===== config.mk =====
export PLATFORM = sky130hd
export DESIGN_NAME = thc_top
export DESIGN_NICKNAME = d
export VERILOG_FILES = /design/src/hdl/thc_pkg.sv /design/src/hdl/thc_oc_if.sv /design/src/hdl/thc_oc_timer.sv /design/src/hdl/thc_top.sv
export SDC_FILE = /design/constraint.sdc
export NUM_CORES = 1
export LEC_CHECK = 0
export BUFFER_PORTS_ARGS = -buffer_cell sky130_fd_sc_hd__buf_4
export CORE_UTILIZATION = 52
export CTS_BUF_LIST = sky130_fd_sc_hd__clkbuf_8
export DETAILED_ROUTE_END_ITERATION = 8
export GPL_TIMING_DRIVEN = 0
export PLACE_DENSITY_LB_ADDON = 0.3
export SETUP_SLACK_MARGIN = 0.1
export SLEW_MARGIN = 20
export SYNTH_ARGS = -nofsm -noshare
export SYNTH_HDL_FRONTEND = slang
export SYNTH_SLANG_ARGS = --single-unit
export TNS_END_PERCENT = 100

===== constraint.sdc =====
create_clock -name core_clk -period 9.81 [get_ports core_clk]
set_clock_uncertainty 0.2 [all_clocks]
set_input_delay 0 -clock core_clk [delete_from_list [all_inputs] [get_ports core_clk]]
set_output_delay 0 -clock core_clk [all_outputs]
set_load 0.005 [all_outputs]

===== src/hdl/thc_pkg.sv =====
// shared constants and types for the thermocouple channel image logic
`default_nettype none

package thc_pkg;

    // ------------------------------------------------------------
    // image layout
    // ------------------------------------------------------------
    localparam int         N_CH      = 4;
    localparam logic [2:0] COND_BASE = 3'h4;  // condition words follow data words

    // ------------------------------------------------------------
    // setup and condition word fields
    // ------------------------------------------------------------
    localparam int          TYPE_LSB   = 0;
    localparam int          FMT_LSB    = 4;
    localparam int          OCR_LSB    = 6;
    localparam int          UNITS_BIT  = 8;
    localparam int          FILT_LSB   = 9;
    localparam int          EN_BIT     = 11;
    localparam int          OPEN_BIT   = 12;
    localparam int          UNDER_BIT  = 13;
    localparam int          OVER_BIT   = 14;
    localparam int          CFGERR_BIT = 15;
    localparam logic [15:0] SETUP_MASK = 16'h0fff;
    localparam logic [15:0] WORD_RST   = 16'h0000;

    // ------------------------------------------------------------
    // field codes
    // ------------------------------------------------------------
    localparam logic [3:0] TYPE_B     = 4'h6;
    localparam logic [3:0] TYPE_MV50  = 4'h8;
    localparam logic [3:0] TYPE_MV100 = 4'h9;
    localparam logic [3:0] TYPE_CJC   = 4'hf;
    localparam logic [1:0] FMT_X1     = 2'h0;
    localparam logic [1:0] FMT_PID    = 2'h2;
    localparam logic [1:0] FMT_CNT    = 2'h3;
    localparam logic [1:0] OCR_ZERO   = 2'h0;
    localparam logic [1:0] OCR_UP     = 2'h1;
    localparam logic [1:0] OCR_DOWN   = 2'h2;
    localparam logic [1:0] OCR_BAD    = 2'h3;
    localparam logic [1:0] FILT_10    = 2'h0;
    localparam logic [1:0] FILT_50    = 2'h1;
    localparam logic [1:0] FILT_60    = 2'h2;

    // ------------------------------------------------------------
    // timing
    // ------------------------------------------------------------
    localparam int CLK_HZ     = 100_000_000;
    localparam int CYC_PER_MS = CLK_HZ / 1000;
    localparam int OC_FLAG_MS = 500;
    // lower filter frequency, longer channel update
    localparam int UPD_MS_F10  = 200;
    localparam int UPD_MS_F50  = 48;
    localparam int UPD_MS_F60  = 40;
    localparam int UPD_MS_F250 = 12;

    // low and full scale of one input type and data format
    typedef struct packed {
        logic signed [16:0] lo;
        logic signed [16:0] hi;
    } thc_range_s;

endpackage : thc_pkg

`default_nettype wire


===== src/hdl/thc_oc_if.sv =====
// open-circuit timing link between the scanner and one channel timer
`default_nettype none

interface thc_oc_if;
    logic upd;       // channel update strobe
    logic raw_open;  // open sensed at this update
    logic clr;       // channel disabled
    logic flag;      // open circuit is to be reported now

    modport seq (output upd, output raw_open, output clr, input flag);
    modport tmr (input upd, input raw_open, input clr, output flag);
endinterface : thc_oc_if

`default_nettype wire


===== src/hdl/thc_oc_timer.sv =====
// per-channel open-circuit hold timer
`default_nettype none

module thc_oc_timer #(
    parameter int unsigned FLAG_CYC = 32'd50_000_000
) (
    input  wire logic core_clk,
    input  wire logic rst_b,
    thc_oc_if.tmr     oc
);
    import thc_pkg::*;

    logic        open_seen;
    logic [31:0] cnt;
    logic        sat;

    assign sat = (cnt >= FLAG_CYC);

    // open state follows the raw sense taken at each update
    always_ff @(posedge core_clk)
    begin
        if (!rst_b || oc.clr)
            open_seen <= 1'b0;
        else if (oc.upd)
            open_seen <= oc.raw_open;
    end

    // time since the open was first seen, saturating
    always_ff @(posedge core_clk)
    begin
        if (!rst_b || oc.clr || !open_seen)
            cnt <= 32'h0000_0000;
        else if (!sat)
            cnt <= cnt + 32'h0000_0001;
    end

    // report only at a later update once the hold has run out, so the
    // longer of hold time and one update wins; data may ramp until then
    assign oc.flag = oc.raw_open && open_seen && sat;
endmodule : thc_oc_timer

`default_nettype wire


===== src/hdl/thc_top.sv =====
// four-channel thermocouple setup, data and condition image logic
//
// Contract
// - open-circuit field picks reported data word
// - missing junction sensor opens non-millivolt channels
// - zero response forces data word to zero
// - upscale response gives full-scale value
// - downscale response gives low-scale value
// - flag open after both hold and an update
// - units bit ignored for millivolt inputs
// - over-range beyond representable top value
// - filter field sets channel update time
// - four filters: 10, 50, 60, 250
// - lower filter means longer update
// - filter ignored for junction-sensor input
// - scan only enabled channels
// - setup change while enabled restarts update
// - disabled channel reads zero until updated
// - data words at image words 0-3
// - condition words at image words 4-7
// - condition echoes accepted setup and errors
`default_nettype none

module thc_top #(
    parameter int unsigned OC_FLAG_CYC  = thc_pkg::OC_FLAG_MS * thc_pkg::CYC_PER_MS,
    parameter int unsigned UPD_CYC_F10  = thc_pkg::UPD_MS_F10 * thc_pkg::CYC_PER_MS,
    parameter int unsigned UPD_CYC_F50  = thc_pkg::UPD_MS_F50 * thc_pkg::CYC_PER_MS,
    parameter int unsigned UPD_CYC_F60  = thc_pkg::UPD_MS_F60 * thc_pkg::CYC_PER_MS,
    parameter int unsigned UPD_CYC_F250 = thc_pkg::UPD_MS_F250 * thc_pkg::CYC_PER_MS
) (
    input  wire logic                core_clk,
    input  wire logic                rst_b,
    input  wire logic                img_wr,       // setup word write strobe
    input  wire logic [1:0]          img_wr_idx,
    input  wire logic [15:0]         img_wr_data,
    input  wire logic [2:0]          img_rd_idx,
    output logic      [15:0]         img_rd_data,
    input  wire logic signed [16:0]  ain_value,    // reading of scan_ch in its format
    input  wire logic                ain_open,     // open wire sensed on scan_ch
    input  wire logic [1:0]          cjs_present,  // one bit per junction sensor
    output logic                     scan_busy,
    output logic      [1:0]          scan_ch,
    output logic      [15:0]         scan_setup
);
    import thc_pkg::*;

    typedef enum logic {SQ_IDLE, SQ_DWELL} thc_seq_e;

    thc_seq_e              state;
    logic [15:0]           setup [N_CH];
    logic [N_CH-1:0][15:0] data_bus;
    logic [N_CH-1:0][15:0] cond_bus;
    logic [31:0]           dwell;
    logic [N_CH-1:0]       upd;
    logic [1:0]            next_ch;
    logic [1:0]            cand;
    logic                  next_found;
    logic                  same_cfg;
    logic                  end_hit;
    logic                  cjs_lost;

    // ------------------------------------------------------------
    // helpers
    // ------------------------------------------------------------

    // scale limits per input type, data format and units
    function automatic thc_range_s scale_of(input logic [3:0] ty,
                                            input logic [1:0] fmt,
                                            input logic       fahr);
        int         lo;
        int         hi;
        thc_range_s r;
        lo = 0;
        hi = 0;
        // base limits, multiplied by ten for FMT_X1 except type B Fahrenheit high and CJC Fahrenheit low; millivolt rows ignore units
        case (ty)
            4'h0: {lo, hi} = fahr ? {-32'sd346, 32'sd1400} : {-32'sd210, 32'sd760};
            4'h1: {lo, hi} = fahr ? {-32'sd454, 32'sd2498} : {-32'sd270, 32'sd1370};
            4'h2: {lo, hi} = fahr ? {-32'sd454, 32'sd752} : {-32'sd270, 32'sd400};
            4'h3: {lo, hi} = fahr ? {-32'sd454, 32'sd1832} : {-32'sd270, 32'sd1000};
            4'h4: {lo, hi} = fahr ? {32'sd32, 32'sd3214} : {32'sd0, 32'sd1768};
            4'h5: {lo, hi} = fahr ? {32'sd32, 32'sd3214} : {32'sd0, 32'sd1768};
            4'h6: {lo, hi} = fahr ? {32'sd572, 32'sd3308} : {32'sd300, 32'sd1820};
            4'h7: {lo, hi} = fahr ? {32'sd32, 32'sd2372} : {32'sd0, 32'sd1300};
            4'h8: {lo, hi} = {-32'sd500, 32'sd500};
            4'h9: {lo, hi} = {-32'sd1000, 32'sd1000};
            4'hf: {lo, hi} = fahr ? {32'sd32, 32'sd185} : {32'sd0, 32'sd85};
            default: {lo, hi} = {32'sd0, 32'sd0};
        endcase
        if (fmt == FMT_X1)
        begin
            // type b in tenths of Fahrenheit tops out at the 15-bit limit
            if (ty == TYPE_B && fahr)
                hi = 32767;
            else
                hi = hi * 10;
            if (!(ty == TYPE_CJC && fahr))
                lo = lo * 10;
        end
        else if (fmt == FMT_PID)
        begin
            lo = 0;
            hi = 16383;
        end
        else if (fmt == FMT_CNT)
        begin
            lo = -32768;
            hi = 32767;
        end
        r.lo = 17'(lo);
        r.hi = 17'(hi);
        return r;
    endfunction : scale_of

    // millivolt types take no temperature units
    function automatic logic is_mv(input logic [3:0] ty);
        return (ty == TYPE_MV50) || (ty == TYPE_MV100);
    endfunction : is_mv

    // channel update time from the filter field
    function automatic logic [31:0] dwell_of(input logic [15:0] w);
        if (w[TYPE_LSB +: 4] == TYPE_CJC)
            return 32'(UPD_CYC_F250);
        case (w[FILT_LSB +: 2])
            FILT_10: return 32'(UPD_CYC_F10);
            FILT_50: return 32'(UPD_CYC_F50);
            FILT_60: return 32'(UPD_CYC_F60);
            default: return 32'(UPD_CYC_F250);
        endcase
    endfunction : dwell_of

    // ------------------------------------------------------------
    // setup words
    // ------------------------------------------------------------

    // controller writes one setup word per channel
    always_ff @(posedge core_clk)
    begin
        if (!rst_b)
        begin
            for (int k = 0; k < N_CH; k++)
                setup[k] <= WORD_RST;
        end
        else if (img_wr)
            setup[img_wr_idx] <= img_wr_data;
    end

    // ------------------------------------------------------------
    // scan sequencer
    // ------------------------------------------------------------

    // next enabled channel after the current one, current one last
    always_comb
    begin
        next_found = 1'b0;
        next_ch    = scan_ch;
        cand       = scan_ch;
        for (int k = N_CH; k >= 1; k--)
        begin
            cand = 2'(int'(scan_ch) + k);
            if (setup[cand][EN_BIT])
            begin
                next_found = 1'b1;
                next_ch    = cand;
            end
        end
    end

    // upper bits are never looked at, the controller keeps them clear
    assign same_cfg = (setup[scan_ch] & SETUP_MASK) == scan_setup;
    assign end_hit  = (state == SQ_DWELL) && setup[scan_ch][EN_BIT] && same_cfg && (dwell == 32'h0000_0001);

    // one channel is converted at a time; a single idle cycle separates them
    always_ff @(posedge core_clk)
    begin
        if (!rst_b)
        begin
            state      <= SQ_IDLE;
            scan_ch    <= 2'h0;
            scan_setup <= WORD_RST;
            dwell      <= 32'h0000_0000;
            scan_busy  <= 1'b0;
        end
        else
        begin
            case (state)
                SQ_IDLE:
                begin
                    if (next_found)
                    begin
                        scan_ch    <= next_ch;
                        scan_setup <= setup[next_ch] & SETUP_MASK;
                        dwell      <= dwell_of(setup[next_ch]);
                        scan_busy  <= 1'b1;
                        state      <= SQ_DWELL;
                    end
                end
                SQ_DWELL:
                begin
                    if (!setup[scan_ch][EN_BIT])
                    begin
                        scan_busy <= 1'b0;
                        state     <= SQ_IDLE;
                    end
                    else if (!same_cfg)
                    begin
                        // restarting costs up to one update but never mixes configurations
                        scan_setup <= setup[scan_ch] & SETUP_MASK;
                        dwell      <= dwell_of(setup[scan_ch]);
                    end
                    else if (dwell == 32'h0000_0001)
                    begin
                        scan_busy <= 1'b0;
                        state     <= SQ_IDLE;
                    end
                    else
                        dwell <= dwell - 32'h0000_0001;
                end
                default: state <= SQ_IDLE;
            endcase
        end
    end

    // update strobe lands in the idle cycle while scan_ch still names the channel
    always_ff @(posedge core_clk)
    begin
        for (int k = 0; k < N_CH; k++)
            upd[k] <= rst_b && end_hit && (scan_ch == 2'(k));
    end

    assign cjs_lost = (cjs_present != 2'h3);

    // ------------------------------------------------------------
    // per-channel data and condition words
    // ------------------------------------------------------------
    for (genvar c = 0; c < N_CH; c++)
    begin : g_ch
        thc_oc_if          oc ();
        thc_range_s        rng;
        thc_range_s        crng;
        logic [15:0]       data;
        logic [15:0]       cond;
        logic [15:0]       next_data;
        logic              cfg_bad;
        logic              over;
        logic              under;

        assign cfg_bad = (scan_setup[TYPE_LSB +: 4] inside {[4'ha:4'he]})
                       || (scan_setup[OCR_LSB +: 2] == OCR_BAD);
        // fahrenheit only when the bit is one and the input is a temperature
        assign rng = scale_of(scan_setup[TYPE_LSB +: 4], scan_setup[FMT_LSB +: 2],
                              scan_setup[UNITS_BIT] && !is_mv(scan_setup[TYPE_LSB +: 4]));
        // limits of the configuration this channel last accepted
        assign crng = scale_of(cond[TYPE_LSB +: 4], cond[FMT_LSB +: 2],
                               cond[UNITS_BIT] && !is_mv(cond[TYPE_LSB +: 4]));

        // a lost junction sensor opens every temperature channel
        assign oc.raw_open = ain_open || (cjs_lost && !is_mv(scan_setup[TYPE_LSB +: 4]));
        assign oc.upd      = upd[c];
        assign oc.clr      = !setup[c][EN_BIT];

        thc_oc_timer #(
            .FLAG_CYC (OC_FLAG_CYC)
        ) u_oc (
            .core_clk (core_clk),
            .rst_b    (rst_b),
            .oc       (oc)
        );

        // reported value: forced on open, clamped at the scale limits
        always_comb
        begin
            over      = 1'b0;
            under     = 1'b0;
            next_data = ain_value[15:0];
            if (cfg_bad)
                next_data = WORD_RST;
            else if (oc.flag)
            begin
                case (scan_setup[OCR_LSB +: 2])
                    OCR_ZERO: next_data = WORD_RST;
                    OCR_UP:   next_data = rng.hi[15:0];
                    OCR_DOWN: next_data = rng.lo[15:0];
                    default:  next_data = WORD_RST;
                endcase
            end
            else if (ain_value > rng.hi)
            begin
                over      = 1'b1;
                next_data = rng.hi[15:0];
            end
            else if (ain_value < rng.lo)
            begin
                under     = 1'b1;
                next_data = rng.lo[15:0];
            end
        end

        // disabled channels read zero, and stay zero until the first update
        always_ff @(posedge core_clk)
        begin
            if (!rst_b || !setup[c][EN_BIT])
            begin
                data <= WORD_RST;
                cond <= WORD_RST;
            end
            else if (upd[c])
            begin
                data <= next_data;
                cond <= {cfg_bad, over, under, oc.flag && !cfg_bad, 1'b1, scan_setup[10:0]};
            end
        end

        assign data_bus[c] = data;
        assign cond_bus[c] = cond;

    end

    // ------------------------------------------------------------
    // input image read
    // ------------------------------------------------------------

    // words 0-3 carry data, words 4-7 the condition of the same channels
    always_ff @(posedge core_clk)
    begin
        if (!rst_b)
            img_rd_data <= WORD_RST;
        else if (img_rd_idx < COND_BASE)
            img_rd_data <= data_bus[img_rd_idx[1:0]];
        else
            img_rd_data <= cond_bus[img_rd_idx[1:0]];
    end
endmodule : thc_top

`default_nettype wire

==> results.toml, run 1 <==
[status]
status = "finished, final reports clean"

[sta]
tightest_slew_ns = 1.10
setup_viol = 0
fmax_mhz = 132
finalSetupTns_ns = 0
finalHoldViolations = 0
period_minus_slack_ns = 7.58
relSlewSlack_pct = 26.1
drv_slew = 0
layout_worst_path_cycle_share_pct = 77.3
rsz0062_at_grt = "no"

[cells_and_area]
drive_gt1_share_pct = 10.4
n_fill_cell = 3395
layout.cells.non_filler = 3048
final_cell_mix = "dfxtp_1, nor2_1, nand2_1"
area_growth_pct = 14.0
final_common_cell = "dfxtp_1"
final_area_um2 = 23700
final_nets = 2628

[synth]
synth_top_area_share_pct = 31.7
avgSynthCellArea_um2 = 9.05
ys_ff_latch = 378
synth_cells = 2302
yosysUniqueCellTypes = 83
synth-seq-area-share_pct = 38.6
synth_largest_area_cell = "dfxtp_1"
async_flop_share_pct = 0
synth_edf_count = 48
ys_top_cells_by_area = "dfxtp_1, edfxtp_1, ha_1, nor2_1, mux4_2"
yosys_warnings = 0
syn_area_um2 = 20800
synthFlopType = "dfxtp_1"

[global_routing]
grt.overflow.total = 0
grt_pass1_wl_mm = 95.4
first_global_vias = 18300
grt_start_max_net_pins = 13
antenna_found_initial = 1
grtUsageTotal_pct = 29.0

[clock_network]
cts_sinks = 378
hold_buffers = 44
cts_resized = 0
clock_latency_ns = 0.62
post_cts.repair.setup_buffers = 0
cts-root-buf = "clkbuf_8"
cts_tree = "yes"
cts-buffers-inserted = 66
htreeDepth = 3
clk_pin_slew_ns = 0.06
clockBufferDepth = 3

[worst_setup_path]
crit_fanout = 10
critPathKind = "flip-flop to flip-flop"
rr_startpoint = "scan_setup[1]"
critPathCaptureType = "flip-flop"
cp.arrival_ns = 7.92
regToRegEndpoint = "g_ch[0].data[10]"
r2r_slack_ns = 2.23
worstRegToRegCells = 23
critPathLaunchType = "flip-flop"
critPathRequiredTime_ns = 10.15

[route]
final_antenna_net_count = 0
drtPass1Iterations = 6
first_iter_violations = 1808
drc_errors = 0
avgRoutedWirePerCell_um = 19.6
vias = 18800
vias_per_cell = 6.16
finalWirelength_mm = 59.8

[pwr]
ir_drop_v = 0.000491
p_leak_nw = 8.84
pwr-share-clk_pct = 19.1
intPower_mw = 4.04
power_frac_comb_pct = 57.0
p_seq_share_pct = 23.9
p_per_area_nw_per_um2 = 311
switching_share_pct = 45.3
power_switching_mw = 3.35

[floorplan]
die-area_um2 = 40900
start_util_pct = 53.3
core_area_um2 = 39100
io_pins = 79
die_y_um = 202
fp.dieW_um = 202
num_rows = 72

[placed_design]
dp_cells = 2891
detailed_place.area_um2 = 22000
gp_congestion = 0.963
hpwl_mm = 43.1
portBuffers = 67

[run]
maxCapViolCount = 0

[min_path]
min_path_type = "input pin to flip-flop"
min_from = "img_wr_data[9]"
hold_depth = 3
min_to = "setup[1][9]"
==> power groups by stage <==
stage | Clock, mW | Combinational [mW] | Sequential (mW)
finish | 1.41 | 4.21 | 1.77
global route | 1.51 | 4.59 | 1.77
CTS | 1.43 | 4.09 | 1.76
detailed placement | 0 | 4.05 | 1.79
global placement | 0 | 3.94 | 1.79
floorplan | 0 | 3.01 | 1.75
==> registers in the layout, summed over array words and instances (netlist names), named ones only <==
| name | flops |
|---|---|
| scan_setup | 12 |
| state | 1 |
| g_ch.cond | 64 |
| setup | 48 |
| scan_busy | 1 |
| upd | 4 |
| g_ch.u_oc.open_seen | 4 |
| g_ch.u_oc.cnt | 128 |
| g_ch.data | 64 |
| scan_ch | 2 |
| dwell | 32 |
| img_rd_data | 16 |
==> worst max path at each step <==
stage	from	end	cells past startpoint
after floorplan	scan_setup[2]	g_ch[3].data[8]	24
after global placement	scan_setup[1]	g_ch[2].data[13]	22
after detailed placement	scan_setup[1]	g_ch[2].data[13]	22
after CTS	scan_setup[1]	g_ch[2].data[13]	22
after global routing	scan_setup[1]	g_ch[2].data[10]	23
final	scan_setup[1]	g_ch[0].data[10]	23
==> cell families (layout without fill, tap and decap cells) <==
logic type      Yosys count  in the layout  synth area share (%)
simple gates            851            851                  20.4
compound gates          482            482                  15.3
flops                   378            378                  38.6
buf+inv                 206            430                  3.92
mux                     157            157                  10.3
xor+xnor                127            127                  5.34
fa+ha+maj               100            100                  6.07
other cells               1              5                0.0180
==> metrics by stage <==
stage          power, mW  utilization [%]  setup WS, ns  hold slack (ns)
4_1_cts             7.28             60.7          2.50           0.0185
3_3_place_gp        5.73             56.3          2.69           0.0982
2_1_floorplan       4.76                -          4.06         -0.00185
3_5_place_dp        5.85             56.3          2.53            0.102
5_1_grt             7.87             60.7          1.91           0.0457
6_report            7.39             60.7          2.23           0.0431
==> cells in the mapped netlist (all sizes together), types with 8 or more instances <==
| cell | n |
|---|---|
| or3 | 26 |
| o21a | 22 |
| nand2 | 137 |
| or4 | 11 |
| o22ai | 40 |
| a2bb2oi | 11 |
| nor3 | 41 |
| nand4 | 38 |
| and2 | 74 |
| a21oi | 100 |
| xnor2 | 64 |
| mux2i | 94 |
| inv | 69 |
| nor2 | 291 |
| a211oi | 20 |
| clkbuf | 103 |
| o211ai | 13 |
| a21o | 15 |
| and4 | 12 |
| a222oi | 21 |
| nand2b | 19 |
| mux4 | 44 |
| o221ai | 8 |
| edfxtp | 48 |
| nand3 | 58 |
| mux2 | 19 |
| dfxtp | 330 |
| buf | 32 |
| a31oi | 16 |
| and3 | 57 |
| o21ai | 109 |
| or2 | 12 |
| nor2b | 35 |
| xor2 | 63 |
| ha | 97 |
| a22oi | 30 |
| nor4 | 20 |
==> layer usage <==
metal | track usage (%) | wire [um] | vias to the layer above
met4 | 14.2 | 2440 | 0
met2 | 46.5 | 27600 | 901
met1 | 37.7 | 24700 | 8965
met3 | 5.29 | 5040 | 191
met5 | 0 | 0 | -
li1 | - | - | 8720
==> worst max-delay path, cell delays in order (launching register included) <==
cell and delay [ns]:
dfxtp_1 0.37, clkbuf_1 0.36, clkbuf_1 0.40, clkbuf_1 0.44
clkbuf_1 0.46, o221ai_1 0.21, o21ai_0 0.25, ha_1 0.33
ha_1 0.35, nor2b_1 0.16, o31a_1 0.28, o21bai_1 0.29
xnor2_1 0.11, o21ai_0 0.54, ha_1 0.24, nand4_1 0.18
or3_1 0.40, a21oi_1 0.23, o31a_1 0.32, clkbuf_1 0.42
a21oi_1 0.08, a22oi_1 0.54, a222oi_1 0.19, nor2_1 0.14
==> layout make-up <==
cell class / instances / area, um^2 / area share, %
multi-input combinational: 1721 / 12000 / 50.5
sequential: 378 / 8050 / 33.9
clock buffer: 80 / 1100 / 4.64
timing repair buffer: 112 / 951 / 4.01
tap: 518 / 648 / 2.73
buffer: 135 / 551 / 2.32
inverter: 71 / 267 / 1.12
clock inverter: 32 / 178 / 0.748
antenna: 1 / 2.50 / 0.0105
Note: power is estimated with default switching activity, not from simulation.
==> run 2, diff against run 1 <==
==> constraint.sdc (replaced) <==
create_clock -name core_clk -period 7.35 [get_ports core_clk]
set_clock_uncertainty 0.2 [all_clocks]
set_input_delay 0 -clock core_clk [delete_from_list [all_inputs] [get_ports core_clk]]
set_output_delay 0 -clock core_clk [all_outputs]
set_load 0.005 [all_outputs]
==> run 2 against run 1 <==
Effect of this change: the flow now finishes with violations (negative hold slack); cell count did not move; worst hold slack worse by 0.059 ns; wire length rose by 0.27%; clock-buffer cell count stayed put; via count is 0.31% higher.
==> results.toml, run 2 (same netlist as run 1, synthesis figures left out) <==
[status]
status = "finished with violations"
violations = "negative hold slack"

[worst_setup_path]
critPathCaptureType = "flip-flop"
slowest_delay_ns = 0.53
path_common_cell = "a21oi_1"
critPathRequiredTime_ns = 7.70
cp.arrival_ns = 7.38
critPathLaunchType = "flip-flop"
crit_path_top_delay_cell = "or4_1"
crit_path_cell_trace = "clkbuf_1 -> clkbuf_1 -> buf_1 -> o21ai_0 -> o211ai_1 -> ha_1 -> ha_1 -> and3_1 -> a22oi_1 -> a21oi_1 -> a211oi_1 -> or4_1 -> ha_1 -> a21oi_1 -> nand2_1 -> a211o_1 -> o31ai_1 -> clkbuf_2 -> a21oi_1 -> a21oi_1 -> and3_1 -> a211o_1"
critPathKind = "flip-flop to flip-flop"
crit_fanout = 10

[route]
vias = 18800
avgRoutedWirePerCell_um = 19.7
first_iter_violations = 1876
finalWirelength_mm = 60.0
final_antenna_net_count = 0
drtPass1Iterations = 7
drc_errors = 0
vias_per_cell = 6.18

[clock_network]
clk_pin_slew_ns = 0.06
clock_latency_ns = 0.61
clockBufferDepth = 3
post_cts.repair.setup_buffers = 0
htreeDepth = 3
cts-root-buf = "clkbuf_8"
cts_tree = "yes"
cts-buffers-inserted = 66
cts_sinks = 378

[floorplan]
start_util_pct = 53.3
io_pins = 79
core_area_um2 = 39100
num_rows = 72
fp.dieW_um = 202
die_y_um = 202
die-area_um2 = 40900

[pwr]
ir_drop_v = 0.000656
p_leak_nw = 8.87
p_per_area_nw_per_um2 = 416
p_total_mw = 9.90

[cells_and_area]
final_cell_mix = "dfxtp_1, nor2_1, nand2_1"
top_regs = "g_ch.u_oc.cnt (128), g_ch.cond (64), g_ch.data (64)"
final_nets = 2628
top_register = "g_ch.u_oc.cnt"
largest_reg_flops = 128
final_area_um2 = 23800
finish.utilization_pct = 60.8
drive_gt1_share_pct = 10.8
area_growth_pct = 14.1
final_common_cell = "dfxtp_1"

[run]
maxCapViolCount = 0

[sta]
whs_ns = -0.0160
period_minus_slack_ns = 7.03
setup_viol = 0
finalSetupTns_ns = 0
finalHoldViolations = 2
tightest_slew_ns = 1.12
fmax_mhz = 142
relSlewSlack_pct = 25.6
drv_slew = 0
rsz0062_at_grt = "no"
layout_worst_path_cycle_share_pct = 95.6

[global_routing]
grt_pass1_wl_mm = 95.4
grtUsageTotal_pct = 29.0
first_global_vias = 18300
grt_start_max_net_pins = 13
grt.overflow.total = 0
antenna_found_initial = 1

[placed_design]
detailed_place.area_um2 = 22000
hpwl_mm = 43.1
portBuffers = 67
gp_congestion = 0.963

[min_path]
min_path_type = "input pin to flip-flop"
run 2: cell counts in the layout (fill, tap and decap cells not counted):
Identical to the previous run, type by type.
run 2: layout make-up:
class,count,area (um^2)
buffer,135,559
fill,3384,15300
sequential,378,8050
clock inverter,32,178
inverter,71,267
multi-input combinational,1721,12000
clock buffer,80,1100
tap,518,648
timing repair buffer,112,951
antenna,1,2.50
run 2: critical path: cells and delay by family (launching register included):
kind	cells	cell delay, ns
flip-flops	1	0.49
AO/OA/AOI/OAI	11	2.51
buffers and inverters	4	1.66
AND/OR/NAND/NOR	4	1.07
adder cells (fa/ha/maj)	3	1.03
run 2: where the power goes:
part / switching, mW / internal [mW] / total (mW) / leakage (nW)
Sequential: 0.157 / 2.20 / 2.36 / 3.13
Combinational: 3.46 / 2.19 / 5.65 / 5.00
Clock: 0.870 / 1.02 / 1.89 / 0.735
run 2: per-stage QoR:
| stage | cells | setup WS [ns] | hold slack, ns |
|---|---|---|---|
| 2_1_floorplan | 2305 | 1.60 | -0.00185 |
| 6_report | 3048 | 0.324 | -0.0160 |
| 3_5_place_dp | 2891 | 0.0731 | 0.102 |
| 5_1_grt | 3048 | 0.109 | 0.0183 |
| 4_1_cts | 3047 | 0.138 | 0.0185 |
| 3_3_place_gp | 2890 | 0.227 | 0.0982 |
run 2: worst paths after layout:
check                                           from              endpoint  slack (ns)  cells after the start
worst min-delay path                   ain_value[10]      g_ch[1].data[10]       -0.02                      5
worst max-delay path                   scan_setup[3]      g_ch[2].data[13]        0.32                     22
worst max register to register         scan_setup[3]      g_ch[2].data[13]        0.32                     22
worst min register to register  g_ch[2].u_oc.cnt[30]  g_ch[2].u_oc.cnt[30]        0.26                      1
run 2: timing repair:
action,4_1_cts,5_1_grt
resized for setup,1,16
hold buffers,44,0
endpoints found under the setup margin,7,64
endpoints found under the hold margin,129,0
pin swaps,0,0
run 2: per-layer routing:
layer / vias to the layer above / GRT usage (%) / wire [um]
met2: 903 / 46.5 / 27600
met5: - / 0 / 0
met1: 9009 / 37.7 / 24900
met4: 0 / 14.3 / 2400
li1: 8724 / - / -
met3: 200 / 5.29 / 5080
==> run 3, diff against run 2 <==
--- a/config.mk
+++ b/config.mk
@@ -11,6 +11,7 @@
 export DETAILED_ROUTE_END_ITERATION = 8
 export GPL_TIMING_DRIVEN = 0
 export PLACE_DENSITY_LB_ADDON = 0.3
+export REMOVE_ABC_BUFFERS = 1
 export SETUP_SLACK_MARGIN = 0.1
 export SLEW_MARGIN = 20
 export SYNTH_ARGS = -nofsm -noshare
==> run 3 against run 2 <==
Effect of this change: the flow now finishes without violations; worst hold slack better by 0.043 ns; first-iteration DRC count fell by 29%; clock power shrank 6%; maximum frequency up 3.6%; global-route usage shrank 2.4 points; register-to-register slack better by 0.24 ns; sequential power rose by 8%; via count fell by 4.5%; total power is 3.4% lower; largest power group unchanged; cell count down 3.6%; core utilization is 0.73 points lower; worst setup slack gained 0.24 ns.
==> results.toml, run 3 (same netlist as run 1, synthesis figures left out) <==
[clock_network]
post_cts.repair.setup_buffers = 0
cts-buffers-inserted = 60
cts_sinks = 378
clockBufferDepth = 3
htreeDepth = 2
cts-root-buf = "clkbuf_8"
clock_latency_ns = 0.66
cts_tree = "yes"
clk_pin_slew_ns = 0.06

[worst_setup_path]
critPathKind = "flip-flop to flip-flop"
worstRegToRegCells = 20
rr_startpoint = "scan_setup[8]"
critPathCaptureType = "flip-flop"
r2r_slack_ns = 0.57
regToRegEndpoint = "g_ch[1].data[5]"
cp.arrival_ns = 7.12
critPathLaunchType = "flip-flop"
critPathRequiredTime_ns = 7.69
crit_fanout = 34

[cells_and_area]
drive_gt1_share_pct = 11.9
diodes = 0
finish.utilization_pct = 60.1
top_regs = "g_ch.u_oc.cnt (128), g_ch.cond (64), g_ch.data (64)"
layout.cells.non_filler = 2937
final_cell_mix = "dfxtp_1, nor2_1, nand2_1"
area_growth_pct = 12.7
largest_reg_flops = 128
top_register = "g_ch.u_oc.cnt"
final_nets = 2515
final_common_cell = "dfxtp_1"

[pwr]
p_per_area_nw_per_um2 = 407
ir_drop_v = 0.000745
p_total_mw = 9.56
p_leak_nw = 8.75

[min_path]
min_to = "setup[3][10]"
min_path_type = "input pin to flip-flop"
hold_depth = 3
min_from = "img_wr_data[10]"

[sta]
fmax_mhz = 147
period_minus_slack_ns = 6.78
drv_slew = 0
layout_worst_path_cycle_share_pct = 92.3
tightest_slew_ns = 1.14
setup_viol = 0
rsz0062_at_grt = "no"
finalHoldViolations = 0
relSlewSlack_pct = 23.7
fin_ws_ns = 0.568

[route]
drtPass1Iterations = 9
final_antenna_net_count = 0
drc_errors = 0
finalWirelength_mm = 55.3
avgRoutedWirePerCell_um = 18.8
vias = 18000
first_iter_violations = 1324
vias_per_cell = 6.12

[global_routing]
grt.overflow.total = 0
antenna_found_initial = 0
grt_pass1_wl_mm = 88.9
grt_start_max_net_pins = 82
grtUsageTotal_pct = 26.7
first_global_vias = 17300

[placed_design]
portBuffers = 70
hpwl_mm = 36.8
gp_congestion = 0.919
dp_slack_ns = 0.319
dp_cells = 2766

[floorplan]
die_y_um = 202
die-area_um2 = 40900
start_util_pct = 53.3
fp.dieW_um = 202
core_area_um2 = 39100
num_rows = 72
io_pins = 79

[status]
status = "finished, final reports clean"

[run]
maxCapViolCount = 0
run 3: cell count changes in the layout (fill, tap and decap cells not counted), moves of 3 or more:
cell / before / now
clkbuf_1: 96 / 0
buf_1: 20 / 0
dlygate4sd3_1: 44 / 62
clkinv_2: 7 / 17
clkbuf_8: 80 / 72
dfxtp_1: 330 / 322
dfxtp_2: 0 / 8
clkbuf_2: 7 / 0
buf_2: 5 / 0
nand2_1: 137 / 133
nand2_2: 0 / 4
inv_6: 3 / 0
run 3: how the worst max path moves through the flow:
stage,from,endpoint,slack [ns],cells past startpoint
finish,scan_setup[8],g_ch[1].data[5],0.57,20
global route,scan_setup[2],g_ch[1].data[4],0.26,19
CTS,scan_setup[8],g_ch[1].data[5],0.32,20
detailed placement,scan_setup[8],g_ch[1].data[5],0.32,20
global placement,scan_setup[3],g_ch[1].data[5],-0.51,19
floorplan,scan_setup[8],g_ch[1].data[1],1.23,20
run 3: routing by layer:
layer	part of all wire (%)	up-vias	wire length [um]	track usage, %
li1	-	8516	-	-
met1	42	8645	23400	34.2
met2	48	710	26300	45.0
met3	7.5	109	4150	4.79
met4	2.5	0	1400	9.26
met5	0	-	0	0
run 3: power by group:
part / internal, mW / leakage [nW] / total (mW) / switching [mW]
clock network: 0.927 / 0.701 / 1.78 / 0.851
logic: 2.16 / 4.91 / 5.23 / 3.07
registers: 2.20 / 3.14 / 2.55 / 0.349
total: 5.29 / 8.75 / 9.56 / 4.27
run 3: metrics by stage:
step | area (um^2) | hold WS, ns | setup TNS (ns)
finish | 23500 | 0.0270 | 0
global route | 23500 | 0.0458 | 0
CTS | 23500 | 0.00165 | 0
detailed placement | 21600 | 0.103 | 0
global placement | 21500 | 0.0979 | -7.52
floorplan | 20300 | -0.0914 | 0
run 3: critical path, cell delays in order (launching register included):
cell	delay, ns
dfxtp_2	0.78
nor2b_1	0.45
a22oi_1	0.13
o22ai_1	0.39
ha_1	0.35
fa_1	0.49
a211oi_1	0.33
o21bai_1	0.19
a211o_1	0.33
a31oi_1	0.37
inv_1	0.09
ha_1	0.30
and3_1	0.19
a221oi_1	0.08
o2111ai_1	0.23
o2bb2ai_2	0.32
buf_6	0.25
mux2_2	0.34
o21ai_0	0.59
nand2b_1	0.20
a21oi_1	0.06
run 3: repair_timing:
item | CTS | global route
hold buffers | 62 | 0
gates resized for setup | 0 | 1
hold endpoints to repair | 188 | 0
setup endpoints to repair | 0 | 1
run 3: cell type report:
cell class	count	area [um^2]
inverters	71	267
repair buffers	140	1240
clock buffers	72	991
fillers	3400	15600
multi-input cells	1721	12100
flip-flops and latches	378	8060
well taps	518	648
clock inverters	37	201
